[src/shared/sfc_pkg.sv]
// Purpose: Shared constants and types of the serial frame configuration block
// Assumes: 32-bit APB data, one register per aligned word, byte address = 4 x index
// Notes: Index values are the register offsets; the bus address is four times them
package sfc_pkg;

    // ========================================================================
    // Register indices (byte address = index * 4)
    localparam logic [2:0] SFC_IDX_ALT_STATUS = 3'h0;
    localparam logic [2:0] SFC_IDX_ALT_CTRL1 = 3'h1;
    localparam logic [2:0] SFC_IDX_FRAME_CTRL = 3'h2;
    localparam logic [2:0] SFC_IDX_ALT_CTRL2 = 3'h2;
    localparam logic [2:0] SFC_IDX_MAP_CTRL = 3'h5;
    localparam int SFC_ADDR_W = 8;
    // Serial lines idle high; the pin samplers start from that level
    localparam logic SFC_LINE_IDLE = 1'b1;

    // ========================================================================
    // Field positions
    localparam int SFC_FC_LOOP = 7;
    localparam int SFC_FC_HALT_WAIT = 6;
    localparam int SFC_FC_RX_SRC = 5;
    localparam int SFC_FC_NINE_BIT = 4;
    localparam int SFC_FC_WAKE = 3;
    localparam int SFC_FC_IDLE_START = 2;
    localparam int SFC_FC_PARITY_ON = 1;
    localparam int SFC_FC_ODD_PARITY = 0;
    localparam int SFC_ST_EDGE = 7;
    localparam int SFC_ST_MIS_LVL = 2;
    localparam int SFC_ST_MIS = 1;
    localparam int SFC_ST_BRK = 0;
    localparam int SFC_C2_TICK_HI = 2;
    localparam int SFC_C2_TICK_LO = 1;
    localparam int SFC_C2_BRK_ON = 0;
    localparam int SFC_MC_ALT_MAP = 7;
    localparam int SFC_MC_RX_INV = 3;

    // ========================================================================
    // Bit check sample ticks (tick index counts 0..15 within a bit)
    localparam logic [1:0] SFC_TICK_OFF = 2'h0;
    localparam logic [1:0] SFC_TICK_NINTH = 2'h1;
    localparam logic [1:0] SFC_TICK_THIRTEENTH = 2'h2;
    localparam logic [3:0] SFC_TICK_IDX_NINTH = 4'h8;
    localparam logic [3:0] SFC_TICK_IDX_THIRTEENTH = 4'hC;

    typedef enum logic [2:0] {
        SFC_REG_NONE = 3'b000,
        SFC_REG_STATUS = 3'b001,
        SFC_REG_IRQ_EN = 3'b010,
        SFC_REG_FRAME = 3'b011,
        SFC_REG_CTRL2 = 3'b100,
        SFC_REG_MAP = 3'b101
    } sfc_reg_sel_t;

    // Frame settings handed to the serial core
    typedef struct packed {
        logic nine_bit;
        logic wake_addr_mark;
        logic idle_count_start;
        logic parity_on;
        logic odd_parity_select;
    } sfc_frame_cfg_t;

    // Transmitter bit check inputs from the serial core
    typedef struct packed {
        logic tx_active;
        logic tick;
        logic [3:0] tick_index;
        logic tx_bit;
    } sfc_bit_chk_t;

    typedef struct packed {
        logic rx_s1;
        logic rx_s2;
        logic rx_prev;
        logic txp_s1;
        logic txp_s2;
        logic [7:0] frame_control;
        logic edge_f;
        logic mis_lvl;
        logic mis_f;
        logic brk_f;
        logic edge_ie;
        logic mis_ie;
        logic brk_ie;
        logic [1:0] tick_sel;
        logic brk_on;
        logic alt_map;
        logic rx_inv;
        logic rx_core_in;
        logic core_en;
        logic [8:0] tx_char;
        logic rx_par_err;
        logic [31:0] rdata;
        logic slverr;
    } sfc_state_t;

endpackage

[src/rtl/sfc_frame_cfg.sv]
// Purpose: Frame configuration, receive routing, parity and alternate event flags
// Assumes: APB slave on sys_clk, zero wait states, core signals on the same clock
// Notes: Register view switches with alt_map_select; events raise one level irq
`timescale 1ns/10ps
`default_nettype none

// How it works
// - Loop set cuts the receive pin off and feeds transmitter output to receiver.
// - In loop, source bit picks internal link (0) or transmit pin single-wire (1).
// - Halt-in-wait set stops the block during wait mode; cleared keeps it running.
// - Character length bit selects eight data bits (0) or nine (1).
// - Wake bit selects idle-line (0) or address-mark wakeup on received MSB (1).
// - Idle count starts after start bit (0) or after stop bit (1).
// - Parity on places parity in the character MSB and checks it on receive.
// - Parity type picks even (0) or odd (1) parity.
// - Receive edge flag sets on active pin edge, falling or rising by polarity.
// - Mismatch level records the sampled receive value on a bit error.
// - Bit error flag sets when sampled receive differs from transmitted bit.
// - Break flag sets on received break while detector is on; write one clears.
// - Frame control visible only with map bit 0; alternate status only with 1.
// - Tick select 00 off, 01 samples ninth tick, 10 thirteenth, 11 reserved.
// - Break detection only works while its enable bit is set.
// - Each event flag requests interrupt only when its own enable bit is set.
module sfc_frame_cfg
    import sfc_pkg::*;
(
    input wire logic sys_clk,
    input wire logic rst_n,
    input wire logic psel,
    input wire logic penable,
    input wire logic pwrite,
    input wire logic [SFC_ADDR_W-1:0] paddr,
    input wire logic [31:0] pwdata,
    output logic [31:0] prdata,
    output logic pready,
    output logic pslverr,
    input wire logic rx_pin,
    input wire logic tx_pin_in,
    input wire logic tx_core_out,
    input wire logic wait_mode,
    input wire logic break_rx,
    input wire sfc_bit_chk_t bit_chk,
    input wire logic [8:0] tx_data,
    input wire logic [8:0] rx_char,
    output logic rx_core_in,
    output logic core_enable,
    output sfc_frame_cfg_t frame_cfg,
    output logic [8:0] tx_char,
    output logic rx_parity_err,
    output logic irq
);

    // ========================================================================
    // Helpers
    function automatic sfc_reg_sel_t reg_select(input logic [SFC_ADDR_W-1:0] a,
                                                input logic alt_map_select);
        logic [2:0] idx;
        sfc_reg_sel_t sel;
        idx = a[4:2];
        sel = SFC_REG_NONE;
        if (a[1:0] == 2'h0 && a[SFC_ADDR_W-1:5] == '0) begin
            if (idx == SFC_IDX_MAP_CTRL) begin
                sel = SFC_REG_MAP;
            end else if (alt_map_select) begin
                if (idx == SFC_IDX_ALT_STATUS) begin
                    sel = SFC_REG_STATUS;
                end else if (idx == SFC_IDX_ALT_CTRL1) begin
                    sel = SFC_REG_IRQ_EN;
                end else if (idx == SFC_IDX_ALT_CTRL2) begin
                    sel = SFC_REG_CTRL2;
                end
            end else if (idx == SFC_IDX_FRAME_CTRL) begin
                sel = SFC_REG_FRAME;
            end
        end
        return sel;
    endfunction

    // Parity bit over the data bits below the parity position
    function automatic logic parity_of(input logic [8:0] d, input logic nine,
                                       input logic odd);
        logic p;
        p = nine ? ^d[7:0] : ^d[6:0];
        return p ^ odd;
    endfunction

    // ========================================================================
    // State
    sfc_state_t st_reg;
    sfc_state_t st_next;
    sfc_reg_sel_t wr_sel;
    sfc_reg_sel_t rd_sel;
    logic wr_en;
    logic rx_route;
    logic edge_hit;
    logic sample_now;
    logic mismatch;
    logic [7:0] status_rd;

    assign wr_en = psel && penable && pwrite;
    assign wr_sel = reg_select(paddr, st_reg.alt_map);
    assign rd_sel = wr_sel;

    // Receive source: loop steers away from the pin
    always_comb begin
        if (!st_reg.frame_control[SFC_FC_LOOP]) begin
            rx_route = st_reg.rx_s2;
        end else if (st_reg.frame_control[SFC_FC_RX_SRC]) begin
            rx_route = st_reg.txp_s2;
        end else begin
            rx_route = tx_core_out;
        end
    end

    // Edge seen on the pin itself, polarity decides which way is active
    assign edge_hit = st_reg.rx_inv ? (!st_reg.rx_prev && st_reg.rx_s2)
                                    : (st_reg.rx_prev && !st_reg.rx_s2);

    // Sampling moment inside a transmitted bit; reserved code checks nothing
    always_comb begin
        case (st_reg.tick_sel)
            SFC_TICK_NINTH: sample_now = bit_chk.tick_index == SFC_TICK_IDX_NINTH;
            SFC_TICK_THIRTEENTH: sample_now = bit_chk.tick_index == SFC_TICK_IDX_THIRTEENTH;
            default: sample_now = 1'b0;
        endcase
    end
    assign mismatch = bit_chk.tx_active && bit_chk.tick && sample_now
                      && (rx_route != bit_chk.tx_bit);

    always_comb begin
        status_rd = '0;
        status_rd[SFC_ST_EDGE] = st_reg.edge_f;
        status_rd[SFC_ST_MIS_LVL] = st_reg.mis_lvl;
        status_rd[SFC_ST_MIS] = st_reg.mis_f;
        status_rd[SFC_ST_BRK] = st_reg.brk_f;
    end

    // ========================================================================
    // Next state
    always_comb begin
        st_next = st_reg;
        st_next.rx_s1 = rx_pin;
        st_next.rx_s2 = st_reg.rx_s1;
        st_next.rx_prev = st_reg.rx_s2;
        st_next.txp_s1 = tx_pin_in;
        st_next.txp_s2 = st_reg.txp_s1;
        st_next.rx_core_in = rx_route;
        st_next.core_en = !(st_reg.frame_control[SFC_FC_HALT_WAIT] && wait_mode);

        if (wr_en) begin
            case (wr_sel)
                SFC_REG_FRAME: st_next.frame_control = pwdata[7:0];
                SFC_REG_IRQ_EN: begin
                    st_next.edge_ie = pwdata[SFC_ST_EDGE];
                    st_next.mis_ie = pwdata[SFC_ST_MIS];
                    st_next.brk_ie = pwdata[SFC_ST_BRK];
                end
                SFC_REG_CTRL2: begin
                    st_next.tick_sel = pwdata[SFC_C2_TICK_HI:SFC_C2_TICK_LO];
                    st_next.brk_on = pwdata[SFC_C2_BRK_ON];
                end
                SFC_REG_MAP: begin
                    st_next.alt_map = pwdata[SFC_MC_ALT_MAP];
                    st_next.rx_inv = pwdata[SFC_MC_RX_INV];
                end
                SFC_REG_STATUS: begin
                    // Only ones clear; zeros leave the flag as it stands
                    if (pwdata[SFC_ST_EDGE]) st_next.edge_f = 1'b0;
                    if (pwdata[SFC_ST_MIS]) st_next.mis_f = 1'b0;
                    if (pwdata[SFC_ST_BRK]) st_next.brk_f = 1'b0;
                end
                default: st_next.frame_control = st_reg.frame_control;
            endcase
        end

        // Events applied after the clear so a coincident set wins
        if (edge_hit) st_next.edge_f = 1'b1;
        if (mismatch) begin
            st_next.mis_f = 1'b1;
            st_next.mis_lvl = rx_route;
        end
        if (st_reg.brk_on && break_rx) st_next.brk_f = 1'b1;

        // Parity goes into the top bit of the character
        st_next.tx_char = tx_data;
        st_next.rx_par_err = 1'b0;
        if (st_reg.frame_control[SFC_FC_PARITY_ON]) begin
            if (st_reg.frame_control[SFC_FC_NINE_BIT]) begin
                st_next.tx_char[8] = parity_of(tx_data, 1'b1,
                                               st_reg.frame_control[SFC_FC_ODD_PARITY]);
                st_next.rx_par_err = rx_char[8] != parity_of(rx_char, 1'b1,
                                          st_reg.frame_control[SFC_FC_ODD_PARITY]);
            end else begin
                st_next.tx_char[7] = parity_of(tx_data, 1'b0,
                                               st_reg.frame_control[SFC_FC_ODD_PARITY]);
                st_next.rx_par_err = rx_char[7] != parity_of(rx_char, 1'b0,
                                          st_reg.frame_control[SFC_FC_ODD_PARITY]);
            end
        end

        // Read data captured in the setup cycle so prdata is a flop output
        if (psel && !penable) begin
            st_next.rdata = '0;
            st_next.slverr = rd_sel == SFC_REG_NONE;
            case (rd_sel)
                SFC_REG_FRAME: st_next.rdata[7:0] = st_reg.frame_control;
                SFC_REG_STATUS: st_next.rdata[7:0] = status_rd;
                SFC_REG_IRQ_EN: begin
                    st_next.rdata[SFC_ST_EDGE] = st_reg.edge_ie;
                    st_next.rdata[SFC_ST_MIS] = st_reg.mis_ie;
                    st_next.rdata[SFC_ST_BRK] = st_reg.brk_ie;
                end
                SFC_REG_CTRL2: begin
                    st_next.rdata[SFC_C2_TICK_HI:SFC_C2_TICK_LO] = st_reg.tick_sel;
                    st_next.rdata[SFC_C2_BRK_ON] = st_reg.brk_on;
                end
                SFC_REG_MAP: begin
                    st_next.rdata[SFC_MC_ALT_MAP] = st_reg.alt_map;
                    st_next.rdata[SFC_MC_RX_INV] = st_reg.rx_inv;
                end
                default: st_next.rdata = '0;
            endcase
        end
    end

    always_ff @(posedge sys_clk or negedge rst_n) begin
        if (!rst_n) begin
            // Samplers start at the idle level so the release cannot fake a pin edge
            st_reg <= '0;
            st_reg.rx_s1 <= SFC_LINE_IDLE;
            st_reg.rx_s2 <= SFC_LINE_IDLE;
            st_reg.rx_prev <= SFC_LINE_IDLE;
            st_reg.txp_s1 <= SFC_LINE_IDLE;
            st_reg.txp_s2 <= SFC_LINE_IDLE;
        end else begin
            st_reg <= st_next;
        end
    end

    // ========================================================================
    // Outputs
    assign prdata = st_reg.rdata;
    assign pslverr = st_reg.slverr;
    assign pready = 1'b1;
    assign rx_core_in = st_reg.rx_core_in;
    assign core_enable = st_reg.core_en;
    assign tx_char = st_reg.tx_char;
    assign rx_parity_err = st_reg.rx_par_err;
    always_comb begin
        frame_cfg.nine_bit = st_reg.frame_control[SFC_FC_NINE_BIT];
        frame_cfg.wake_addr_mark = st_reg.frame_control[SFC_FC_WAKE];
        frame_cfg.idle_count_start = st_reg.frame_control[SFC_FC_IDLE_START];
        frame_cfg.parity_on = st_reg.frame_control[SFC_FC_PARITY_ON];
        frame_cfg.odd_parity_select = st_reg.frame_control[SFC_FC_ODD_PARITY];
    end
    assign irq = (st_reg.edge_f && st_reg.edge_ie) || (st_reg.mis_f && st_reg.mis_ie)
                 || (st_reg.brk_f && st_reg.brk_ie);
endmodule
`default_nettype wire

[config.mk]
export PLATFORM = sky130hd
export DESIGN_NAME = sfc_frame_cfg
export DESIGN_NICKNAME = d
export VERILOG_FILES = /design/src/shared/sfc_pkg.sv /design/src/rtl/sfc_frame_cfg.sv
export SDC_FILE = /design/constraint.sdc
export NUM_CORES = 1
export LEC_CHECK = 0
export ABC_AREA = 1
export BUFFER_PORTS_ARGS = -buffer_cell sky130_fd_sc_hd__buf_2
export CELL_PAD_IN_SITES_DETAIL_PLACEMENT = 0
export CELL_PAD_IN_SITES_GLOBAL_PLACEMENT = 1
export CORE_MARGIN = 2
export CORE_UTILIZATION = 36
export DETAILED_ROUTE_END_ITERATION = 8
export HOLD_SLACK_MARGIN = 0.03
export PLACE_DENSITY = 0.92
export SLEW_MARGIN = 40
export SYNTH_ARGS = -nofsm -noshare
export SYNTH_HDL_FRONTEND = slang
export SYNTH_SLANG_ARGS = --single-unit
[constraint.sdc]
create_clock -name sys_clk -period 2.33 [get_ports sys_clk]
set_clock_uncertainty 0.05 [all_clocks]
set_input_delay 0.1165 -clock sys_clk [delete_from_list [all_inputs] [get_ports sys_clk]]
set_output_delay 0.1165 -clock sys_clk [all_outputs]
set_load 0.05 [all_outputs]
Word level (Yosys, flattened, before mapping) --
Cells that the tools add are included.
Operators by class: eq/ne operators 15, multiplexer cells 34, bitwise operators 4, reductions and logical operators 44
Operators by type and width (number):
- 3-bit 2-to-1 mux | 9
- 2-bit nonzero test | 9
- 8-bit parity | 2
- 1-bit 2-to-1 mux | 15
- 1-bit logical AND | 14
- 7-bit parity | 2
- 10-bit 2-to-1 mux | 1
- 3-bit by 2-bit == test with 1-bit output, second input constant | 3
- 3-bit == test, second input constant | 3
- 3-bit logical NOT | 3
- 3-bit AND reduction | 3
- 4-bit == test, second input constant | 2
- 2-bit 2-to-1 mux | 4
- 2-bit one-hot mux with 4 select lines | 1
- 2-bit AND reduction | 4
- 3-bit by 1-bit == test with 1-bit output, second input constant | 2
- 1-bit logical NOT | 4
- 1-bit one-hot mux with 2 select lines | 2
- 1-bit one-hot mux with 4 select lines | 1
- 1-bit bitwise XOR | 4
- 1-bit inequality test | 3
- 1-bit one-hot mux with 3 select lines | 1
- 2-bit by 1-bit == test with 1-bit output, second input constant | 1
- 2-bit == test, second input constant | 1
- 2 further kinds | 3
Storage, ports and cells: register bits after elaboration 46, input port bits 75, logic and storage cells 120

Depth between registers and ports, before layout --
Gate-level depths: netlist of the first run.
depth after elaboration 11, mapped depth 13, depth with buffers taken out 13

Worst setup path before layout of the first run --
OpenSTA, ideal clock, no wires.
path kind register to register, start register st_reg[46] (netlist bit), end register st_reg[64] (netlist bit), cell stages (with the launch flop) 10, library setup time 0.119 ns, path slack 0.913 ns, required time 2.161 ns, buffers on the path 1, data arrival time 1.248 ns, clock period less this slack 1.417 ns, path through dfrtp_1 > nor2_1 > nand2_2 > nand2_4 > nand2_8 > nor2_8 > nand2_2 > buf_6 > nand2_1 > o21ai_2
Between the ends: cells in the longest elaborated chain, start to end 5
Ends and longest elaborated chain:
- start, declared | RTL line sfc_frame_cfg.sv:89 | sfc_state_t st_reg;
- start signal, assigned | RTL line sfc_frame_cfg.sv:236 | st_reg <= st_next;
- 3-bit 2-to-1 mux | RTL line sfc_frame_cfg.sv:64 | end else if (alt_map_select) begin
- 3-bit 2-to-1 mux | RTL line sfc_frame_cfg.sv:62 | if (idx == SFC_IDX_MAP_CTRL) begin
- 3-bit 2-to-1 mux | RTL line sfc_frame_cfg.sv:61 | if (a[1:0] == 2'h0 && a[SFC_ADDR_W-1:5] == '0) begin
- 3-bit by 2-bit == test with 1-bit output | RTL line sfc_frame_cfg.sv:151 | case (wr_sel)
- 2-bit AND reduction (no source line)
Every way passes these cells. A chain may end at the register's enable or synchronous reset.

Worst setup path after layout of the first run --
start register st_reg[46] (netlist bit), end register st_reg, in the netlist frame_cfg[3]
Same word-level chain as after synthesis.

==> flow_metrics.env, run 1 <==
export IMPL_status="finished, final reports clean"
export IMPL_setup_ws_ns=0.695
export IMPL_root_buffer="clkbuf_8"
export IMPL_grt_pass1_wl_um=9180
export IMPL_diodes=0
export IMPL_clockBufferDepth=2
export IMPL_final_nets=494
export IMPL_final_setup_tns_ns=0
export IMPL_fmax_mhz=612
export IMPL_synthCells=341
export IMPL_synth_area_leader_cell="dfrtp_1"
export IMPL_finalCritPeriodShare_pct=70.2
export IMPL_cp_slowest_cell="dfrtp_1"
export IMPL_drc=0
export IMPL_min_to="frame_cfg[3]"
export IMPL_tritoncts_num_buffers=5
export IMPL_hold_viol=0
export IMPL_placementRows=32
export IMPL_required_ns=2.47
export IMPL_vias=2233
export IMPL_path_clk_slew_ns=0.08
export IMPL_slew_viol_final=0
export IMPL_hpwl_um=4450
export IMPL_min_from="pwdata[3]"
export IMPL_post_place_ws_ns=0.707
export IMPL_track_usage_pct=13.5
export IMPL_drtAntennaViolNets=0
export IMPL_rsz0062_at_grt="no"
export IMPL_utilization_pct=43.1
export IMPL_reg2reg_slack_ns=0.70
export IMPL_post_cts_buffers=0
export IMPL_cp_arrival_ns=1.77
export IMPL_yosys_warnings=0
export IMPL_peakVddDrop_uv=354
export IMPL_endpoint_kind="flip-flop"
export IMPL_critPathLaunchType="flip-flop"
export IMPL_worstHoldPathType="in -> reg"
export IMPL_htree_num_levels=2
export IMPL_syn_area_um2=2780
export IMPL_critical_path_top_delay_family="simple AND/OR/NAND/NOR gates"
export IMPL_die_y_um=91.9
export IMPL_critical_path_max_stage_delay_ns=0.43
export IMPL_period_needed_ns=1.63
export IMPL_p_per_area_nw_per_um2=514
export IMPL_synth_ff_latch_count=46
export IMPL_max_cap_violations=0
export IMPL_dieArea_um2=8450
export IMPL_n_fill_cell=793
export IMPL_die_x_um=91.9
export IMPL_ys_seq_area_share_pct=41.6
export IMPL_first_pass_iters=6
export IMPL_layout_drive_gt1_share_pct=29.1
export IMPL_numPlacedInstances=497
export IMPL_mostFrequentLayoutCells="nand2_1 (88), buf_2 (77), dfrtp_1 (41)"
export IMPL_core_area_um2=7610
export IMPL_worstPathMaxFanout=13
export IMPL_gp_congestion=0.905
export IMPL_viasPerCell=4.29
export IMPL_wl_per_cell_um=11.0
export IMPL_antenna_found_initial=0
export IMPL_grt_pass1_vias=2027
export IMPL_drtIter0Drc=108
export IMPL_worstPathBufferInverterCount=2
export IMPL_synthFlopType="dfrtp_1"
export IMPL_layout_cells_non_filler=521
export IMPL_drt_wl_total_um=5750
export IMPL_clock_latency_ns=0.30
export IMPL_synth_top_cell_area_share_pct=36.9
export IMPL_grt_overflow=0
export IMPL_synth_edff_count=0
export IMPL_grt_max_degree=21
export IMPL_r2r_start="st_reg[46]"
export IMPL_avgSynthCellArea_um2=8.16
export IMPL_setup_viol=0
export IMPL_path_cells="inv_2 > nor2_4 > nand2_1 > nand3_4 > inv_2 > nor2_8 > nand2_2 > nand2_1 > o21ai_2"
export IMPL_r2r_end="frame_cfg[3]"
export IMPL_ys_async_sr_fraction_pct=100
export IMPL_portBuffers=77
export IMPL_ys_top_cells_by_area="dfrtp_1 (37%), buf_4 (13%), nand2_1 (12%), dfstp_2 (4.7%), inv_1 (3.9%)"
export IMPL_whs_path_depth=3
export IMPL_layout_commonest_cell="nand2_1"
export IMPL_syn_to_final_growth_pct=17.9
export IMPL_initial_utilization_pct=36.6
export IMPL_reg2reg_depth=9
export IMPL_numClockSinks=46
export IMPL_largest_reg_flops=17
export IMPL_crit_type="reg -> reg"
export IMPL_whs_ns=0.0378
export IMPL_leakage_nw=1.73
export IMPL_cts_tree="built"
export IMPL_yosys_cell_types_count=36
export IMPL_ios=127
## layer usage
layer / vias up / share of wire, % / track usage, %
met2: 64 / 48 / 23.7
met5: - / 0 / 0
met3: 5 / 5.7 / 2.96
met4: 0 / 0.73 / 2.61
li1: 1146 / - / -
met1: 1018 / 45 / 17.1
## worst max path at each step
stage	start	endpoint	slack (ns)	depth (start not counted)
3_5_place_dp	st_reg[46]	frame_cfg[3]	0.71	9
2_1_floorplan	st_reg[46]	st_reg[64]	0.91	9
6_report	st_reg[46]	frame_cfg[3]	0.70	9
3_3_place_gp	st_reg[46]	frame_cfg[2]	0.74	9
4_1_cts	st_reg[46]	frame_cfg[3]	0.69	9
5_1_grt	st_reg[46]	frame_cfg[1]	0.57	9
## worst register-to-register path, stage by stage, from the launching register on
cell and delay, ns:
dfrtp_1 0.43, inv_2 0.08, nor2_4 0.10, nand2_1 0.09, nand3_4 0.14, inv_2 0.09
nor2_8 0.12, nand2_2 0.22, nand2_1 0.14, o21ai_2 0.06
## synth_stat cells (all sizes together), types with 5 or more instances
cell type	count
nand2	95
inv	35
nor2	32
buf	48
xnor2	7
nand4	6
nand3	25
dfstp	5
o21ai	21
dfrtp	41
xor2	10
## logic make-up after synthesis
family                   synth area share (%)
AND/OR/NAND/NOR                          28.1
other                                   0.270
buffers and inverters                    17.9
AO/OA/AOI/OAI                            6.25
XOR/XNOR                                 5.35
adder cells (fa/ha/maj)                 0.450
flip-flops                               41.6
## timing repair
action,CTS,global route
resized for setup,0,0
hold buffers,16,0
endpoints found under the hold margin,56,0
## final cells by class
cell class                      count  area, um2  area share, %
Clock buffer                        6       72.6           2.21
Sequential cell                    46       1160           35.3
Tap cell                          102        128           3.89
Clock inverter                      2       13.8          0.420
Inverter                           36        135           4.12
Timing Repair Buffer               95        561           17.1
Multi-Input combinational cell    234       1210           37.0
## report_power, final
group	internal [mW]	total (mW)	switching (mW)
sequential	0.824	0.836	0.0119
combinational	0.105	0.366	0.261
clock	0.212	0.484	0.272
## per-stage QoR
step	area, um2	power, mW
final	3280	1.69
after floorplan	2870	1.14
after CTS	3280	1.70
after global placement	3030	1.19
after detailed placement	3030	1.20
after global routing	3280	1.77
(Power assumes the default switching activity.)
==> run 2, diff against run 1 <==
Settings changed: CORE_UTILIZATION 36 to 30, PLACE_DENSITY 0.92 to 0.83.
Clock period 2.33 ns to 1.5 ns, I/O delays scaled along.
==> run 2 against run 1 <==
Against the previous run: the flow now finishes with violations (negative setup slack); routed wire length increased by 9.0%; first-iteration DRC count is 26% lower; utilization shrank 3.0 points; largest power group unchanged.
==> flow_metrics.env, run 2 (synthesized netlist as in run 1, its figures left out) <==
export IMPL_peakVddDrop_uv=518
export IMPL_diodes=0
export IMPL_slew_viol_final=0
export IMPL_violations="negative setup slack"
export IMPL_cts_tree="built"
export IMPL_cp_slowest_cell="dfrtp_1"
export IMPL_whs_ns=0.0669
export IMPL_rsz0062_at_grt="yes"
export IMPL_drtAntennaViolNets=0
export IMPL_n_fill_cell=921
export IMPL_clockBufferDepth=2
export IMPL_p_comb_share_pct=20.3
export IMPL_initial_utilization_pct=30.5
export IMPL_clock_latency_ns=0.30
export IMPL_drt_wl_total_um=6260
export IMPL_critical_path_max_stage_delay_ns=0.41
export IMPL_layout_drive_gt1_share_pct=35.1
export IMPL_leakage_nw=1.90
export IMPL_core_area_um2=9110
export IMPL_largest_reg_flops=17
export IMPL_numPlacedInstances=520
export IMPL_worstHoldPathType="in -> reg"
export IMPL_grt_pass1_vias=2186
export IMPL_fmax_mhz=646
export IMPL_first_pass_iters=4
export IMPL_swShare_pct=28.0
export IMPL_power_switching_mw=0.850
export IMPL_path_clk_slew_ns=0.08
export IMPL_slew_headroom_pct=61.2
export IMPL_die_x_um=100
export IMPL_mostFrequentLayoutCells="nand2_1 (84), buf_2 (77), dfrtp_1 (41)"
export IMPL_drc=0
export IMPL_setup_viol=10
export IMPL_layout_commonest_cell="nand2_1"
export IMPL_path_cells="inv_2 > nor2_4 > nand2_2 > nand3_4 > nand2_4 > nor2_4 > nand3_4 > o21ai_2 > nand3_1"
export IMPL_period_needed_ns=1.55
export IMPL_ios=127
export IMPL_gp_congestion=0.885
export IMPL_htree_num_levels=2
export IMPL_grt_max_degree=23
export IMPL_hpwl_um=4800
export IMPL_crit_type="reg -> reg"
export IMPL_dieArea_um2=10100
export IMPL_clkPwrFrac_pct=36.9
export IMPL_worstPathMaxFanout=6
export IMPL_placementRows=35
export IMPL_critPathLaunchType="flip-flop"
export IMPL_postLayoutCellArea_um2=3650
export IMPL_required_ns=1.63
export IMPL_antenna_found_initial=0
export IMPL_portBuffers=77
export IMPL_vias=2334
export IMPL_seq_power_share_pct=42.8
export IMPL_viasPerCell=4.23
export IMPL_p_int_mw=2.18
export IMPL_tritoncts_num_buffers=5
export IMPL_numClockSinks=46
export IMPL_wl_per_cell_um=11.3
export IMPL_grt_overflow=0
export IMPL_track_usage_pct=12.2
export IMPL_setup_ws_ns=-0.0486
export IMPL_syn_to_final_growth_pct=31.2
export IMPL_status="finished, violations left"
export IMPL_final_nets=516
export IMPL_grt_pass1_wl_um=9770
export IMPL_root_buffer="clkbuf_8"
export IMPL_p_per_area_nw_per_um2=830
export IMPL_layout_cells_non_filler=552
export IMPL_finalCritPeriodShare_pct=103
export IMPL_endpoint_kind="flip-flop"
export IMPL_max_cap_violations=0
export IMPL_worst_slew_pin_slew_ns=0.582
export IMPL_cp_arrival_ns=1.68
export IMPL_die_y_um=100
export IMPL_worstPathBufferInverterCount=1
export IMPL_drtIter0Drc=80
export IMPL_dpl_instance_area_um2=3160
export IMPL_hold_viol=0
export IMPL_critical_path_top_delay_family="simple AND/OR/NAND/NOR gates"
## run 2: cell count changes in the layout (fill, tap and decap cells not counted), sizes merged
cell | before | now
buf | 79 | 95
clkinv | 3 | 1
nand2 | 95 | 96
dlygate4sd3 | 16 | 21
bufinv | 0 | 2
## run 2: what timing repair did
action | in CTS | in global routing
pin swaps | 6 | 8
setup buffers | 0 | 2
endpoints found under the hold margin | 35 | 0
hold buffers | 21 | 0
gates cloned | 0 | 1
gates resized for setup | 6 | 24
endpoints found under the setup margin | 12 | 28
## run 2: final timing paths
check                            startpoint    endpoint  slack [ns]  depth (start not counted)
worst max-delay path             st_reg[46]  st_reg[56]       -0.05                          9
worst min-delay path             tx_data[7]  tx_char[7]        0.07                          4
worst max register to register   st_reg[46]  st_reg[56]       -0.05                          9
worst min register to register  st_next[65]  st_reg[65]        0.31                          0
max in group asynchronous             rst_n  st_reg[50]        0.61                          3
min in group asynchronous             rst_n  tx_char[5]        0.26                          2
## run 2: cell type report
type / instances / area, um2 / area share [%]
Multi-Input combinational cell: 235 / 1330 / 36.4
Sequential cell: 46 / 1160 / 31.7
Timing Repair Buffer: 116 / 747 / 20.5
Tap cell: 111 / 139 / 3.80
Inverter: 36 / 138 / 3.77
Clock buffer: 6 / 82.6 / 2.26
Clock inverter: 2 / 60.1 / 1.64
## run 2: layer usage
layer / routed length, um / track usage, %
met5: 0 / 0
met4: 81 / 2.85
met3: 322 / 2.44
met2: 3070 / 21.5
met1: 2790 / 15.3
## run 2: worst register-to-register path: cells and delay by family (launching register included)
kind / cells / cell delay (ns)
DFF: 1 / 0.41
buffers and inverters: 1 / 0.07
and+or+nand+nor: 7 / 0.76
AOI/OAI and AO/OA: 1 / 0.14
## run 2: through the flow
step	utilization, %	power [mW]	setup WS [ns]	TNS [ns]
2_1_floorplan	-	1.77	0.0825	0
3_3_place_gp	34.7	1.87	-0.0192	-0.0965
3_5_place_dp	34.7	1.88	-0.0453	-0.241
4_1_cts	38.8	3.06	-0.0301	-0.0433
5_1_grt	40.1	3.18	-0.164	-2.01
6_report	40.1	3.03	-0.0486	-0.151
## run 2: power groups by stage
| stage | sequential, mW | combinational (mW) | clock (mW) |
|---|---|---|---|
| final | 1.30 | 0.615 | 1.12 |
| after global routing | 1.30 | 0.668 | 1.21 |
| after CTS | 1.30 | 0.605 | 1.16 |
| after detailed placement | 1.32 | 0.560 | 0 |
| after global placement | 1.32 | 0.550 | 0 |
| after floorplan | 1.33 | 0.437 | 0 |
